**src/design/tmr8_params.svh**
```systemverilog
// constants for the 8-bit timer with one compare channel
// Operation
// - counter and compare value are 8-bit registers; counter counts up or down.
// - internal count, direction, clear, top and bottom signals; step of one.
// - timer clock is the system clock unless async select picks the oscillator.
// - clock select zero stops the timer clock and counting.
// - bottom is 0x00, max is 0xff, top is max or compare by mode.
// - each timer clock clears, increments or decrements the counter per mode.
// - software reads and writes the counter whether or not it runs.
// - a software counter write beats any clear or count in that cycle.
// - two mode bits pick the count sequence; overflow flag set per mode.
// - requests sit in a shared flag register, each maskable in a mask register.
// - comparator matches on equality; compare flag sets on the next timer clock.
// - compare enable lets flag request; acknowledge or write-one clears it.
// - waveform output formed from match, mode bits, max and bottom.
// - compare value double buffered in pwm modes, loaded at top or bottom.
// - software reaches the buffer when buffering is on, else the compare value.
// - force strobe in non-pwm modes acts on output only, no flag, no clear.
// - a counter write blocks a compare match on the next timer clock.
// - waveform output register keeps its value across mode changes.
// - mode 0 counts up, wraps at 0xff, overflow set as count becomes zero.
// - mode 2 clears counter on compare match; compare value is top.
// - compare output mode zero makes no output change at a match.
`ifndef TMR8_PARAMS_SVH
`define TMR8_PARAMS_SVH

// register byte offsets
`define TMR8_OFF_CTRL 8'h00
`define TMR8_OFF_COUNT 8'h04
`define TMR8_OFF_COMPARE 8'h08
`define TMR8_OFF_ASYNC 8'h0c
`define TMR8_OFF_FLAG 8'h10
`define TMR8_OFF_MASK 8'h14

// control register fields
`define TMR8_CS_LSB 0
`define TMR8_CS_MSB 2
`define TMR8_WM_HI_BIT 3
`define TMR8_COM_LSB 4
`define TMR8_COM_MSB 5
`define TMR8_WM_LO_BIT 6
`define TMR8_FOC_BIT 7
// async status, flag and mask fields
`define TMR8_AS_BIT 3
`define TMR8_OVF_BIT 0
`define TMR8_CMP_BIT 1

// reset values
`define TMR8_RST_BYTE 8'h00
`define TMR8_RST_WORD 32'h0000_0000

// counter extremes
`define TMR8_BOTTOM 8'h00
`define TMR8_MAX 8'hff

// prescaler: width and divide exponents per clock select code
`define TMR8_PRESC_WIDTH 10
`define TMR8_DIV_SHIFT_CS1 5'h00
`define TMR8_DIV_SHIFT_CS2 5'h03
`define TMR8_DIV_SHIFT_CS3 5'h05
`define TMR8_DIV_SHIFT_CS4 5'h06
`define TMR8_DIV_SHIFT_CS5 5'h07
`define TMR8_DIV_SHIFT_CS6 5'h08
`define TMR8_DIV_SHIFT_CS7 5'h0a

`endif

```
**src/design/tmr8_pkg.sv**
```systemverilog
// types shared by the 8-bit timer files
package tmr8_pkg;
  // counting sequence, in wave mode field order
  typedef enum logic [1:0] {
    TMR8_WM_NORMAL,
    TMR8_WM_PHASE_PWM,
    TMR8_WM_CLEAR_ON_MATCH,
    TMR8_WM_FAST_PWM
  } tmr8_wave_t;

  typedef logic [31:0] tmr8_word_t;
endpackage : tmr8_pkg

```
**src/design/tmr8_top.sv**
```systemverilog
// 8-bit timer with one compare channel behind an apb slave
`timescale 1ns/1ps
`include "tmr8_params.svh"
module tmr8_top #(
  parameter int PRESC_WIDTH = `TMR8_PRESC_WIDTH
) (
  input wire logic clk_sys,
  input wire logic nrst,
  input wire logic psel,
  input wire logic penable,
  input wire logic pwrite,
  input wire logic [7:0] paddr,
  input wire tmr8_pkg::tmr8_word_t pwdata,
  output tmr8_pkg::tmr8_word_t prdata,
  output logic pready,
  output logic pslverr,
  input wire logic irq_ack_overflow,
  input wire logic irq_ack_compare,
  output logic irq_overflow,
  output logic irq_compare,
  input wire logic osc_pin_in,
  output logic osc_pin_out,
  output logic wave_output,
  output logic wave_output_en
);
  import tmr8_pkg::*;

  ////////////////////////////////////////////////////////////////////////////
  // state
  logic [2:0] clock_select_field;
  logic wave_mode_hi, wave_mode_lo;
  logic [1:0] compare_output_mode;
  logic async_clock_select;
  // both 8-bit; the counter steps either way
  logic [7:0] count_value_reg, compare_value_reg;
  logic [7:0] compare_buffer;
  logic overflow_flag, compare_flag;
  logic overflow_irq_enable, compare_irq_enable;
  logic count_down, cmp_block, cmp_pending, wave_reg;
  logic osc_meta, osc_sync, osc_prev;
  // declared early: the read mux already needs it
  logic pwm_mode;

  ////////////////////////////////////////////////////////////////////////////
  // apb decode
  logic setup, wr, mapped;
  logic sel_ctrl, sel_count, sel_compare, sel_async, sel_flag, sel_mask;
  logic ctrl_wr, count_wr, compare_wr, async_wr, flag_wr, mask_wr;
  logic [7:0] ctrl_rd, rd_byte;

  // one wait-free access phase: pready follows the setup cycle
  assign setup = psel & ~penable;
  assign wr = psel & penable & pready & pwrite;
  assign sel_ctrl = paddr == `TMR8_OFF_CTRL;
  assign sel_count = paddr == `TMR8_OFF_COUNT;
  assign sel_compare = paddr == `TMR8_OFF_COMPARE;
  assign sel_async = paddr == `TMR8_OFF_ASYNC;
  assign sel_flag = paddr == `TMR8_OFF_FLAG;
  assign sel_mask = paddr == `TMR8_OFF_MASK;
  assign mapped = sel_ctrl | sel_count | sel_compare | sel_async |
                  sel_flag | sel_mask;
  // an unmapped write is dropped; pslverr already marks it
  assign ctrl_wr = wr & sel_ctrl;
  assign count_wr = wr & sel_count;
  assign compare_wr = wr & sel_compare;
  assign async_wr = wr & sel_async;
  assign flag_wr = wr & sel_flag;
  assign mask_wr = wr & sel_mask;

  // read mux; force strobe always reads zero
  assign ctrl_rd = {1'b0, wave_mode_lo, compare_output_mode, wave_mode_hi,
                    clock_select_field};
  assign rd_byte =
    sel_ctrl ? ctrl_rd :
    sel_count ? count_value_reg :
    sel_compare ? (pwm_mode ? compare_buffer : compare_value_reg) :
    sel_async ? {4'h0, async_clock_select, 3'h0} :
    sel_flag ? {6'h00, compare_flag, overflow_flag} :
    sel_mask ? {6'h00, compare_irq_enable, overflow_irq_enable} :
    `TMR8_RST_BYTE;

  // bus answer registers
  always_ff @(posedge clk_sys or negedge nrst) begin
    if (!nrst) begin
      pready <= 1'b0;
      pslverr <= 1'b0;
      prdata <= `TMR8_RST_WORD;
    end else begin
      pready <= setup;
      pslverr <= setup & ~mapped;
      if (setup) begin
        prdata <= {24'h000000, rd_byte};
      end
    end
  end

  ////////////////////////////////////////////////////////////////////////////
  // clock source: oscillator pin sampled into clk_sys, then prescaled
  logic osc_rise, src_tick, timer_tick;

  // the pin passes two flops before the edge detector looks at it
  always_ff @(posedge clk_sys or negedge nrst) begin
    if (!nrst) begin
      osc_meta <= 1'b0;
      osc_sync <= 1'b0;
      osc_prev <= 1'b0;
      osc_pin_out <= 1'b0;
    end else begin
      osc_meta <= osc_pin_in;
      osc_sync <= osc_meta;
      osc_prev <= osc_sync;
      osc_pin_out <= async_clock_select & ~osc_sync;
    end
  end

  // oscillator sampled in clk_sys, so writes need no domain crossing
  assign osc_rise = osc_sync & ~osc_prev;
  assign src_tick = async_clock_select ? osc_rise : 1'b1;

  tmr8_presc #(
    .WIDTH(PRESC_WIDTH)
  ) u_presc (
    .clk_sys(clk_sys),
    .nrst(nrst),
    .src_tick(src_tick),
    .clock_select_field(clock_select_field),
    .timer_tick(timer_tick)
  );

  ////////////////////////////////////////////////////////////////////////////
  // counter unit
  tmr8_wave_t wave_mode;
  logic at_max, at_bottom, at_top, cmp_equal, real_match;
  logic count_clear, next_count_down, count_tick;
  logic overflow_event, buffer_load;
  logic [7:0] top_value, next_count;

  assign wave_mode = tmr8_wave_t'({wave_mode_hi, wave_mode_lo});
  assign pwm_mode = (wave_mode == TMR8_WM_PHASE_PWM) |
                    (wave_mode == TMR8_WM_FAST_PWM);
  assign at_max = count_value_reg == `TMR8_MAX;
  assign at_bottom = count_value_reg == `TMR8_BOTTOM;
  assign top_value = (wave_mode == TMR8_WM_CLEAR_ON_MATCH) ?
                     compare_value_reg : `TMR8_MAX;
  assign at_top = count_value_reg == top_value;
  // comparator runs all the time; a recent counter write masks it
  assign cmp_equal = count_value_reg == compare_value_reg;
  assign real_match = timer_tick & cmp_equal & ~cmp_block;
  assign count_clear = (wave_mode == TMR8_WM_CLEAR_ON_MATCH) &
                       real_match & at_top;
  // the counter only moves on system clocks carrying a tick
  assign count_tick = timer_tick & ~count_wr;

  // direction: only phase correct pwm turns round, at max and at bottom
  always_comb begin
    next_count_down = 1'b0;
    if (wave_mode == TMR8_WM_PHASE_PWM) begin
      if (at_max) begin
        next_count_down = 1'b1;
      end else if (at_bottom) begin
        next_count_down = 1'b0;
      end else begin
        next_count_down = count_down;
      end
    end
  end

  // clear, decrement or increment by one
  assign next_count = count_clear ? `TMR8_BOTTOM :
                      next_count_down ? count_value_reg - 8'h01 :
                      count_value_reg + 8'h01;

  // overflow at the max-to-zero step, or at bottom in phase correct pwm
  assign overflow_event = count_tick &
    ((wave_mode == TMR8_WM_PHASE_PWM) ? at_bottom : at_max);
  // buffered compare loads at max, the top of both pwm sequences
  assign buffer_load = timer_tick & pwm_mode & at_max;

  // counter, direction and compare registers
  always_ff @(posedge clk_sys or negedge nrst) begin
    if (!nrst) begin
      count_value_reg <= `TMR8_RST_BYTE;
      count_down <= 1'b0;
      compare_value_reg <= `TMR8_RST_BYTE;
      compare_buffer <= `TMR8_RST_BYTE;
    end else begin
      if (count_wr) begin
        count_value_reg <= pwdata[7:0];
      end else if (timer_tick) begin
        count_value_reg <= next_count;
      end
      if (count_tick) begin
        count_down <= next_count_down;
      end
      if (compare_wr) begin
        compare_buffer <= pwdata[7:0];
      end
      if (compare_wr & ~pwm_mode) begin
        compare_value_reg <= pwdata[7:0];
      end else if (buffer_load) begin
        compare_value_reg <= compare_buffer;
      end
    end
  end

  ////////////////////////////////////////////////////////////////////////////
  // flags: a setting event always beats a clear in the same cycle
  logic overflow_clr, compare_clr, compare_set;

  assign overflow_clr = irq_ack_overflow |
                        (flag_wr & pwdata[`TMR8_OVF_BIT]);
  assign compare_clr = irq_ack_compare |
                       (flag_wr & pwdata[`TMR8_CMP_BIT]);
  assign compare_set = timer_tick & cmp_pending;

  // match pending, write block and flag registers
  always_ff @(posedge clk_sys or negedge nrst) begin
    if (!nrst) begin
      cmp_block <= 1'b0;
      cmp_pending <= 1'b0;
      overflow_flag <= 1'b0;
      compare_flag <= 1'b0;
    end else begin
      if (count_wr) begin
        cmp_block <= 1'b1;
      end else if (timer_tick) begin
        cmp_block <= 1'b0;
      end
      if (timer_tick) begin
        cmp_pending <= real_match;
      end
      overflow_flag <= overflow_event |
                       (overflow_flag & ~overflow_clr);
      compare_flag <= compare_set | (compare_flag & ~compare_clr);
    end
  end

  ////////////////////////////////////////////////////////////////////////////
  // waveform generator
  logic force_cmp, next_wave;
  logic [1:0] act_com;

  assign force_cmp = ctrl_wr & pwdata[`TMR8_FOC_BIT] & ~pwm_mode;
  // a forced compare takes effect at once with the bits written beside it
  assign act_com = force_cmp ? pwdata[`TMR8_COM_MSB:`TMR8_COM_LSB] :
                   compare_output_mode;

  // mode zero of the output field leaves the output alone
  always_comb begin
    next_wave = wave_reg;
    case (wave_mode)
      TMR8_WM_NORMAL, TMR8_WM_CLEAR_ON_MATCH: begin
        if (real_match | force_cmp) begin
          case (act_com)
            2'h1: next_wave = ~wave_reg;
            2'h2: next_wave = 1'b0;
            2'h3: next_wave = 1'b1;
            default: next_wave = wave_reg;
          endcase
        end
      end
      TMR8_WM_FAST_PWM: begin
        // max wins over a match there, so compare at max holds steady
        if (count_tick & at_max & compare_output_mode[1]) begin
          next_wave = ~compare_output_mode[0];
        end else if (real_match & compare_output_mode[1]) begin
          next_wave = compare_output_mode[0];
        end
      end
      TMR8_WM_PHASE_PWM: begin
        // clear while counting up, set while counting down (non-inverted)
        if (real_match & compare_output_mode[1]) begin
          next_wave = compare_output_mode[0] ^ count_down;
        end
      end
      default: next_wave = wave_reg;
    endcase
  end

  // control registers, output and interrupt requests
  always_ff @(posedge clk_sys or negedge nrst) begin
    if (!nrst) begin
      clock_select_field <= 3'h0;
      wave_mode_hi <= 1'b0;
      wave_mode_lo <= 1'b0;
      compare_output_mode <= 2'h0;
      async_clock_select <= 1'b0;
      overflow_irq_enable <= 1'b0;
      compare_irq_enable <= 1'b0;
      wave_reg <= 1'b0;
      wave_output <= 1'b0;
      wave_output_en <= 1'b0;
      irq_overflow <= 1'b0;
      irq_compare <= 1'b0;
    end else begin
      if (ctrl_wr) begin
        clock_select_field <= pwdata[`TMR8_CS_MSB:`TMR8_CS_LSB];
        wave_mode_hi <= pwdata[`TMR8_WM_HI_BIT];
        wave_mode_lo <= pwdata[`TMR8_WM_LO_BIT];
        compare_output_mode <= pwdata[`TMR8_COM_MSB:`TMR8_COM_LSB];
      end
      if (async_wr) begin
        async_clock_select <= pwdata[`TMR8_AS_BIT];
      end
      if (mask_wr) begin
        overflow_irq_enable <= pwdata[`TMR8_OVF_BIT];
        compare_irq_enable <= pwdata[`TMR8_CMP_BIT];
      end
      wave_reg <= next_wave;
      wave_output <= next_wave;
      wave_output_en <= compare_output_mode != 2'h0;
      irq_overflow <= overflow_flag & overflow_irq_enable;
      irq_compare <= compare_flag & compare_irq_enable;
    end
  end

  ////////////////////////////////////////////////////////////////////////////
  // checks
  AST_COUNT_WRITE_WINS: assert property (
    @(posedge clk_sys) disable iff (!nrst)
    count_wr |=> count_value_reg == $past(pwdata[7:0]))
    else $error("counter write lost to a count action");

  AST_STOPPED_HOLDS: assert property (
    @(posedge clk_sys) disable iff (!nrst)
    (clock_select_field == 3'h0 && !count_wr) |=> $stable(count_value_reg))
    else $error("counter moved with no clock selected");

  AST_NORMAL_WRAP: assert property (
    @(posedge clk_sys) disable iff (!nrst)
    (count_tick && wave_mode == TMR8_WM_NORMAL && at_max)
      |=> (count_value_reg == 8'h00) && overflow_flag)
    else $error("normal mode wrap or overflow wrong");

  AST_CTC_CLEAR: assert property (
    @(posedge clk_sys) disable iff (!nrst)
    (count_tick && wave_mode == TMR8_WM_CLEAR_ON_MATCH && real_match)
      |=> count_value_reg == 8'h00)
    else $error("clear on match did not clear");

  AST_FLAG_NEXT_TICK: assert property (
    @(posedge clk_sys) disable iff (!nrst)
    real_match |=> cmp_pending)
    else $error("match not held for the next timer tick");

  AST_MATCH_SETS_FLAG: assert property (
    @(posedge clk_sys) disable iff (!nrst)
    real_match ##1 (cmp_pending && timer_tick) |=> compare_flag)
    else $error("compare flag not set on the tick after a match");

  AST_WRITE_BLOCKS: assert property (
    @(posedge clk_sys) disable iff (!nrst)
    (count_wr ##1 timer_tick) |=> !cmp_pending)
    else $error("match not blocked after counter write");

  AST_FORCE_NO_FLAG: assert property (
    @(posedge clk_sys) disable iff (!nrst)
    (force_cmp && !compare_flag && !cmp_pending) |=> !compare_flag)
    else $error("force strobe set the compare flag");

  AST_W1C_CLEAR: assert property (
    @(posedge clk_sys) disable iff (!nrst)
    (compare_clr && !compare_set) |=> !compare_flag)
    else $error("compare flag not cleared");

  AST_COM_ZERO_HOLDS: assert property (
    @(posedge clk_sys) disable iff (!nrst)
    (compare_output_mode == 2'h0 && !ctrl_wr) |=> $stable(wave_output))
    else $error("output moved with compare output mode zero");

  AST_PWM_BUFFERED: assert property (
    @(posedge clk_sys) disable iff (!nrst)
    (pwm_mode && !buffer_load) |=> $stable(compare_value_reg))
    else $error("compare value changed outside top in pwm mode");
endmodule : tmr8_top

```
**src/design/tmr8_presc.sv**
```systemverilog
// prescaler that turns a source tick into the timer tick enable
`timescale 1ns/1ps
`include "tmr8_params.svh"
module tmr8_presc #(
  parameter int WIDTH = `TMR8_PRESC_WIDTH
) (
  input wire logic clk_sys,
  input wire logic nrst,
  input wire logic src_tick,
  input wire logic [2:0] clock_select_field,
  output logic timer_tick
);
  import tmr8_pkg::*;

  logic [WIDTH-1:0] div_count;
  logic [WIDTH-1:0] tap_mask;
  logic [4:0] shift;

  // the widest divider must fit the counter
  if (WIDTH < int'(`TMR8_DIV_SHIFT_CS7) || WIDTH > 31) begin : g_bad_width
    $error("tmr8_presc: WIDTH out of range");
  end

  // divide exponent per clock select code
  always_comb begin
    case (clock_select_field)
      3'h1: shift = `TMR8_DIV_SHIFT_CS1;
      3'h2: shift = `TMR8_DIV_SHIFT_CS2;
      3'h3: shift = `TMR8_DIV_SHIFT_CS3;
      3'h4: shift = `TMR8_DIV_SHIFT_CS4;
      3'h5: shift = `TMR8_DIV_SHIFT_CS5;
      3'h6: shift = `TMR8_DIV_SHIFT_CS6;
      3'h7: shift = `TMR8_DIV_SHIFT_CS7;
      default: shift = 5'h00;
    endcase
  end

  // code zero lets no tick through, so the counter stands still
  assign tap_mask = ~({WIDTH{1'b1}} << shift);
  assign timer_tick = src_tick & (clock_select_field != 3'h0) &
                      ((div_count & tap_mask) == tap_mask);

  // free running divider; never reset by software, so phase is arbitrary
  always_ff @(posedge clk_sys or negedge nrst) begin
    if (!nrst) begin
      div_count <= '0;
    end else if (src_tick) begin
      div_count <= div_count + 1'b1;
    end
  end
endmodule : tmr8_presc

```
**config.mk**
```make
export PLATFORM = sky130hd
export DESIGN_NAME = tmr8_top
export DESIGN_NICKNAME = d
export VERILOG_FILES = /design/src/design/tmr8_pkg.sv /design/src/design/tmr8_top.sv /design/src/design/tmr8_presc.sv
export VERILOG_INCLUDE_DIRS = /design/src /design/src/design
export SDC_FILE = /design/constraint.sdc
export NUM_CORES = 1
export LEC_CHECK = 0
export ABC_AREA = 1
export BUFFER_PORTS_ARGS = -buffer_cell sky130_fd_sc_hd__buf_4
export CAP_MARGIN = 20
export CELL_PAD_IN_SITES_DETAIL_PLACEMENT = 2
export CELL_PAD_IN_SITES_GLOBAL_PLACEMENT = 2
export CORE_ASPECT_RATIO = 0.75
export CORE_UTILIZATION = 33
export DETAILED_ROUTE_END_ITERATION = 7
export PLACE_DENSITY_LB_ADDON = 0.1
export SLEW_MARGIN = 20
export SYNTH_ARGS = -nofsm -noshare
export SYNTH_HDL_FRONTEND = slang
export SYNTH_SLANG_ARGS = --single-unit
```
**constraint.sdc**
```tcl
create_clock -name clk_sys -period 3.3 [get_ports clk_sys]
set_input_delay 0.33 -clock clk_sys [delete_from_list [all_inputs] [get_ports clk_sys]]
set_output_delay 0.33 -clock clk_sys [all_outputs]
set_load 0.02 [all_outputs]
```
# Word-level counts from Yosys, hierarchy flattened
# Index checks and enable logic that the tools add are counted.
# W data, S select, Z words.
dict set report word_totals {
  register_bits 67
  output_inout_bits 39
}
dict set report classes {
  add_sub_neg 3
  eq_ne 25
  shift 1
  muxes 29
  bitwise 61
  n_reduce_logical 9
}
# cell count
set op_table {}
lappend op_table {{$mux W8} 11}
lappend op_table {{$and A1 B1 Y1} 36}
lappend op_table {{$pmux W4 S6} 1}
lappend op_table {{$eq A8 B4 Y1 const B} 2}
lappend op_table {{$eq A8 B5 Y1 const B} 2}
lappend op_table {{$eq A8 B8 Y1} 2}
lappend op_table {{$logic_not A8 Y1} 2}
lappend op_table {{$eq A3 B3 Y1 const B} 4}
lappend op_table {{$mux W1} 11}
lappend op_table {{$not A1 Y1} 11}
lappend op_table {{$or A1 B1 Y1} 11}
lappend op_table {{$add A10 B1 Y10 const B} 1}
lappend op_table {{$and A10 B10 Y10} 1}
lappend op_table {{$eq A10 B10 Y1} 1}
lappend op_table {{$not A10 Y10} 1}
lappend op_table {{$shl A10 B4 Y10 const A} 1}
lappend op_table {{$add A8 B1 Y8 const B} 1}
lappend op_table {{$eq A2 B2 Y1 const B} 4}
lappend op_table {{$eq A8 B3 Y1 const B} 1}
lappend op_table {{$eq A8 B8 Y1 const B} 1}
lappend op_table {{$sub A8 B1 Y8 const B} 1}
lappend op_table {{$eq A3 B2 Y1 const B} 2}
lappend op_table {{$mux W2} 3}
lappend op_table {{$pmux W1 S3} 2}
lappend op_table {{other kinds (12)} 15}

# Depth between registers and ports, before layout
dict set report logic_depth {
  depth_word 14
  ltp_mapped 15
  mapped_depth_nobuf 15
}

# Cells and area by module
# A second synthesis with hierarchy kept.
dict set report hier_totals {
  hier_cells 522
  hier_area_um2 4081.4
}
# module instances cells_per_inst area_each_um2 seq_area_each_um2
set by_module_without_submodules {}
lappend by_module_without_submodules {tmr8_top 1 452 3519.6 1426.4}
lappend by_module_without_submodules {tmr8_presc 1 70 561.8 250.2}

# Worst setup path before layout
# OpenSTA, ideal clock, no wires.
dict set report synth_path {
  path_type {register to register}
  start {register count_value_reg[0]}
  end {register count_value_reg[6]}
  setup_time_ps 87
  arrival_ps 2111
  required_ps 3213
  setup_slack_ps 1102
  path_stages_with_launch 16
  n_path_buf 0
  synth_period_minus_slack_ps 2198
  path_cell_list {dfrtp_1 > inv_1 > nand4_1 > o21ai_0 > nand2_1 > nand2_1 > inv_1 > ha_1 > a21oi_1 > nand2_1 > nand2_1 > nand2_1 > a21oi_1 > xnor2_1 > nand2_1 > o211ai_1}
}
dict set report synth_via {
  elab_chain_cells 8
  word_cells_on_any_way 17
  cone_classes {add/sub: 2; eq/ne: 3; mux: 7; bitwise: 4; reduce/logical: 1}
}
# item line
set synth_lines {}
lappend synth_lines {{start: declaration} tmr8_top.sv:35} ;# logic [7:0] count_value_reg, compare_value_reg;
lappend synth_lines {{start signal: assignment} tmr8_top.sv:182} ;# count_value_reg <= `TMR8_RST_BYTE;
lappend synth_lines {{start signal: assignment} tmr8_top.sv:188} ;# count_value_reg <= pwdata[7:0];
lappend synth_lines {{start signal: assignment} tmr8_top.sv:190} ;# count_value_reg <= next_count;
lappend synth_lines {{$logic_not A8 Y1 (no source line)} -}
lappend synth_lines {{$mux W1} tmr8_top.sv:160} ;# end else if (at_bottom) begin
lappend synth_lines {{$mux W1 (*)} tmr8_top.sv:158} ;# if (at_max) begin
lappend synth_lines {{$mux W1 (*)} tmr8_top.sv:157} ;# if (wave_mode == TMR8_WM_PHASE_PWM) begin
lappend synth_lines {{net next_count_down} tmr8_top.sv:134} ;# logic count_clear, next_count_down, count_tick;
lappend synth_lines {{$mux W8 (*)} tmr8_top.sv:170} ;# next_count_down ? count_value_reg - 8'h01 :
lappend synth_lines {{$mux W8 (*)} tmr8_top.sv:169} ;# assign next_count = count_clear ? `TMR8_BOTTOM :
lappend synth_lines {{$mux W8 (*)} tmr8_top.sv:189} ;# end else if (timer_tick) begin
lappend synth_lines {{$mux W8 (*)} tmr8_top.sv:187} ;# if (count_wr) begin
# The timed path passes the listed nets; every way through them passes the cells marked *. The select of a mux whose other input is x is not followed.
# A chain may end at the register's enable or synchronous reset.

# Final worst setup path
# Ends and elaborated chain as after synthesis.

==> qor.csv <==
stage,metric,value,unit
outcome,status,completed,
synthesis,synth-async-reset-ratio,100,%
power,powerDensity,625,nW/um2
finish,drive_above_1_share,13.2,%
route,via_count,3780,
critical_path,reg2reg_slack,0.59,ns
synthesis,netlist.area_leader.share,41.3,%
critical_path,critical_path_class,flip-flop to flip-flop,
timing,finalCritPeriodShare,82.1,%
timing,setup_viol,0,
finish,largest_reg_flops,10,
synthesis,synthesis.instances,536,
placement,hpwl,10.8,mm
critical_path,rr_worst_depth,15,
clock_tree,htreeDepth,3,
timing,post-route-min-period,2.71,ns
finish,diodes,0,
floorplanning,die_w,130,um
floorplanning,die_area,12700,um2
synthesis,yosys-top-cells-count,"145 x nand2_1, 67 x dfrtp_1, 66 x inv_1",
finish,regMostFlops,u_presc.div_count,
min_path,whs_path_depth,1,
global_routing,grt-ovfl-total,0,
clock_tree,clockBufferDepth,2,
synthesis,yosysSeqAreaShare,41.3,%
timing,worst_slew_pin_slew,0.914,ns
placement,io_buffers,38,
timing,rsz0062_at_grt,false,
critical_path,crit_arrival,2.96,ns
timing,slew_headroom,39.1,%
synthesis,synth_area,4060,um2
finish,nets,637,
global_routing,grt_pass1_wl,22.9,mm
clock_tree,cts_hold_buf,0,
placement,placed_area,4440,um2
synthesis,synth_ff_type,dfrtp_1,
critical_path,path_delay_family,simple AND/OR/NAND/NOR gates,
clock_tree,clockRootBuffer,clkbuf_16,
timing,fin_tns_setup,0,ns
timing,finalHoldViolCount,0,
synthesis,yosysUniqueCellTypes,43,
synthesis,ys_warn_count,0,
floorplanning,initial_utilization,34.4,%
critical_path,cp_slowest_cell,dfrtp_1,
route,ant_nets,0,
critical_path,path_buf_inv,2,
route,avgViaCountPerCell,5.06,
power,ir_drop,0.262,mV
finish,instances_no_fill,747,
floorplanning,die_h,98.0,um
critical_path,crit_chain,inv_1 > nand4_1 > o21ai_0 > nand2_1 > nand2_1 > inv_1 > ha_1 > a21oi_1 > nand2_1 > nand2_1 > nand2_1 > a21oi_1 > xnor2_1 > nand2_1 > o211ai_1,
placement,gp_congestion,0.882,
timing,maxSlewViolCount,0,
synthesis,yosysTopAreaCell,dfrtp_1,
synthesis,synth_top_cells_by_area,"dfrtp_1 41%, nand2_1 13%, inv_1 6.1%",
finish,areaGrowthSynthToFinish,16.3,%
clock_tree,post_cts_buffers,0,
route,initialDrtViolationCount,178,
critical_path,required,3.55,ns
route,first_pass_iters,4,
min_path,worstHoldStart,osc_pin_in,
finish,fillers,1395,
synthesis,ys_seq_elements,67,
global_routing,grt.total_usage,23.9,%
floorplanning,rows,34,
finish,fin_area,4720,um2
critical_path,startpoint,count_value_reg[0]$_DFFE_PN0P_,
placement,placedCellCount,731,
critical_path,rr_startpoint,count_value_reg[0]$_DFFE_PN0P_,
clock_tree,clk_latency,0.34,ns
route,avgRoutedWirePerCell,18.6,um
synthesis,synth_edf_count,0,
timing,finalClockSkew,0.00993,ns
timing,fmax,369,MHz
critical_path,end_kind,flip-flop,
run,drv_cap,0,
global_routing,first_global_vias,4214,
clock_tree,numCtsBuffers,9,
min_path,hold_path_end,osc_meta$_DFF_PN0_,
global_routing,grt_max_degree,68,
critical_path,max_stage_delay,0.44,ns
critical_path,reg2reg_to,count_value_reg[6]$_DFFE_PN0P_,
critical_path,crit_fanout,8,
synthesis,synth_area_per_cell,7.57,um2
clock_tree,clock-sinks,67,
floorplanning,coreArea,11800,um2
floorplanning,pin_count,87,
clock_tree,cts_resized,0,
synthesis,yosysMostFrequentCell,nand2_1,
route,drc,0,
route,wl,13.9,mm
min_path,hold_path_class,primary input to flip-flop,
clock_tree,cts_tree,done,
clock_tree,clkTransAtPathRegs,0.06,ns
critical_path,crit_path_start_kind,flip-flop,
power,p_leak,2.31,nW
critical_path,crit_top_cell,nand2_1,
global_routing,antenna_found_initial,0,
[layout make-up]
| type | count | area (um2) | share of cell area, % |
|---|---|---|---|
| inverters | 70 | 263 | 5.57 |
| clock buffers | 12 | 246 | 5.23 |
| well taps | 162 | 203 | 4.30 |
| clock inverters | 4 | 26.3 | 0.557 |
| repair buffers | 41 | 308 | 6.53 |
| multi-input cells | 391 | 1990 | 42.3 |
| flip-flops and latches | 67 | 1680 | 35.5 |
[where the power goes]
group	internal, mW	switching [mW]	total (mW)
clock	0.529	0.381	0.909
combinational	0.385	0.631	1.02
sequential	0.916	0.108	1.02
[kinds of logic after synthesis]
| logic type | count (synthesis) | synth area share (%) |
|---|---|---|
| and+or+nand+nor | 250 | 27.5 |
| buffers and inverters | 101 | 11.6 |
| AOI/OAI and AO/OA | 94 | 13.4 |
| DFF | 67 | 41.3 |
| xor gates and xnor gates | 13 | 2.81 |
| adders and majority gates | 9 | 2.96 |
| other | 1 | 0.0924 |
| muxes | 1 | 0.278 |
[metrics by stage]
| stage | util [%] | setup WS, ns | power [mW] | hold WS (ns) |
|---|---|---|---|---|
| after global placement | 37.7 | 0.664 | 2.00 | 0.342 |
| after CTS | 40.0 | 0.579 | 2.98 | 0.0929 |
| after global routing | 40.0 | 0.343 | 3.16 | 0.0924 |
| after detailed placement | 37.7 | 0.607 | 2.05 | 0.351 |
| final | 40.0 | 0.592 | 2.95 | 0.102 |
| after floorplan | - | 1.10 | 1.77 | 0.0344 |
[routing by layer]
| metal | GRT usage, % | share of wire [%] |
|---|---|---|
| met2 | 37.9 | 46 |
| met1 | 33.4 | 49 |
| met4 | 5.72 | 1.3 |
| met3 | 4.49 | 3.5 |
| met5 | 0 | 0 |
[worst max-delay path by stage]
stage	endpoint	slack, ns	cells after the start
2_1_floorplan	count_value_reg[6]$_DFFE_PN0P_	1.10	15
3_3_place_gp	count_value_reg[6]$_DFFE_PN0P_	0.66	15
3_5_place_dp	wave_reg$_DFFE_PN0P_	0.61	14
4_1_cts	count_value_reg[6]$_DFFE_PN0P_	0.58	15
5_1_grt	count_value_reg[6]$_DFFE_PN0P_	0.34	15
6_report	count_value_reg[6]$_DFFE_PN0P_	0.59	15
[cell usage in the layout, fill, tap and decap left out, types with 7 or more instances in the layout]
cell type,Yosys,final
conb_1,1,24
nand4_1,8,8
xor2_1,7,7
dfrtp_1,67,67
clkbuf_16,0,9
o21ai_0,41,41
buf_4,24,41
nand3_1,31,31
ha_1,8,8
nand2_1,145,145
nor2_1,39,39
a21oi_1,27,27
inv_1,66,66
No activity file was read; power rests on OpenSTA's default activity.
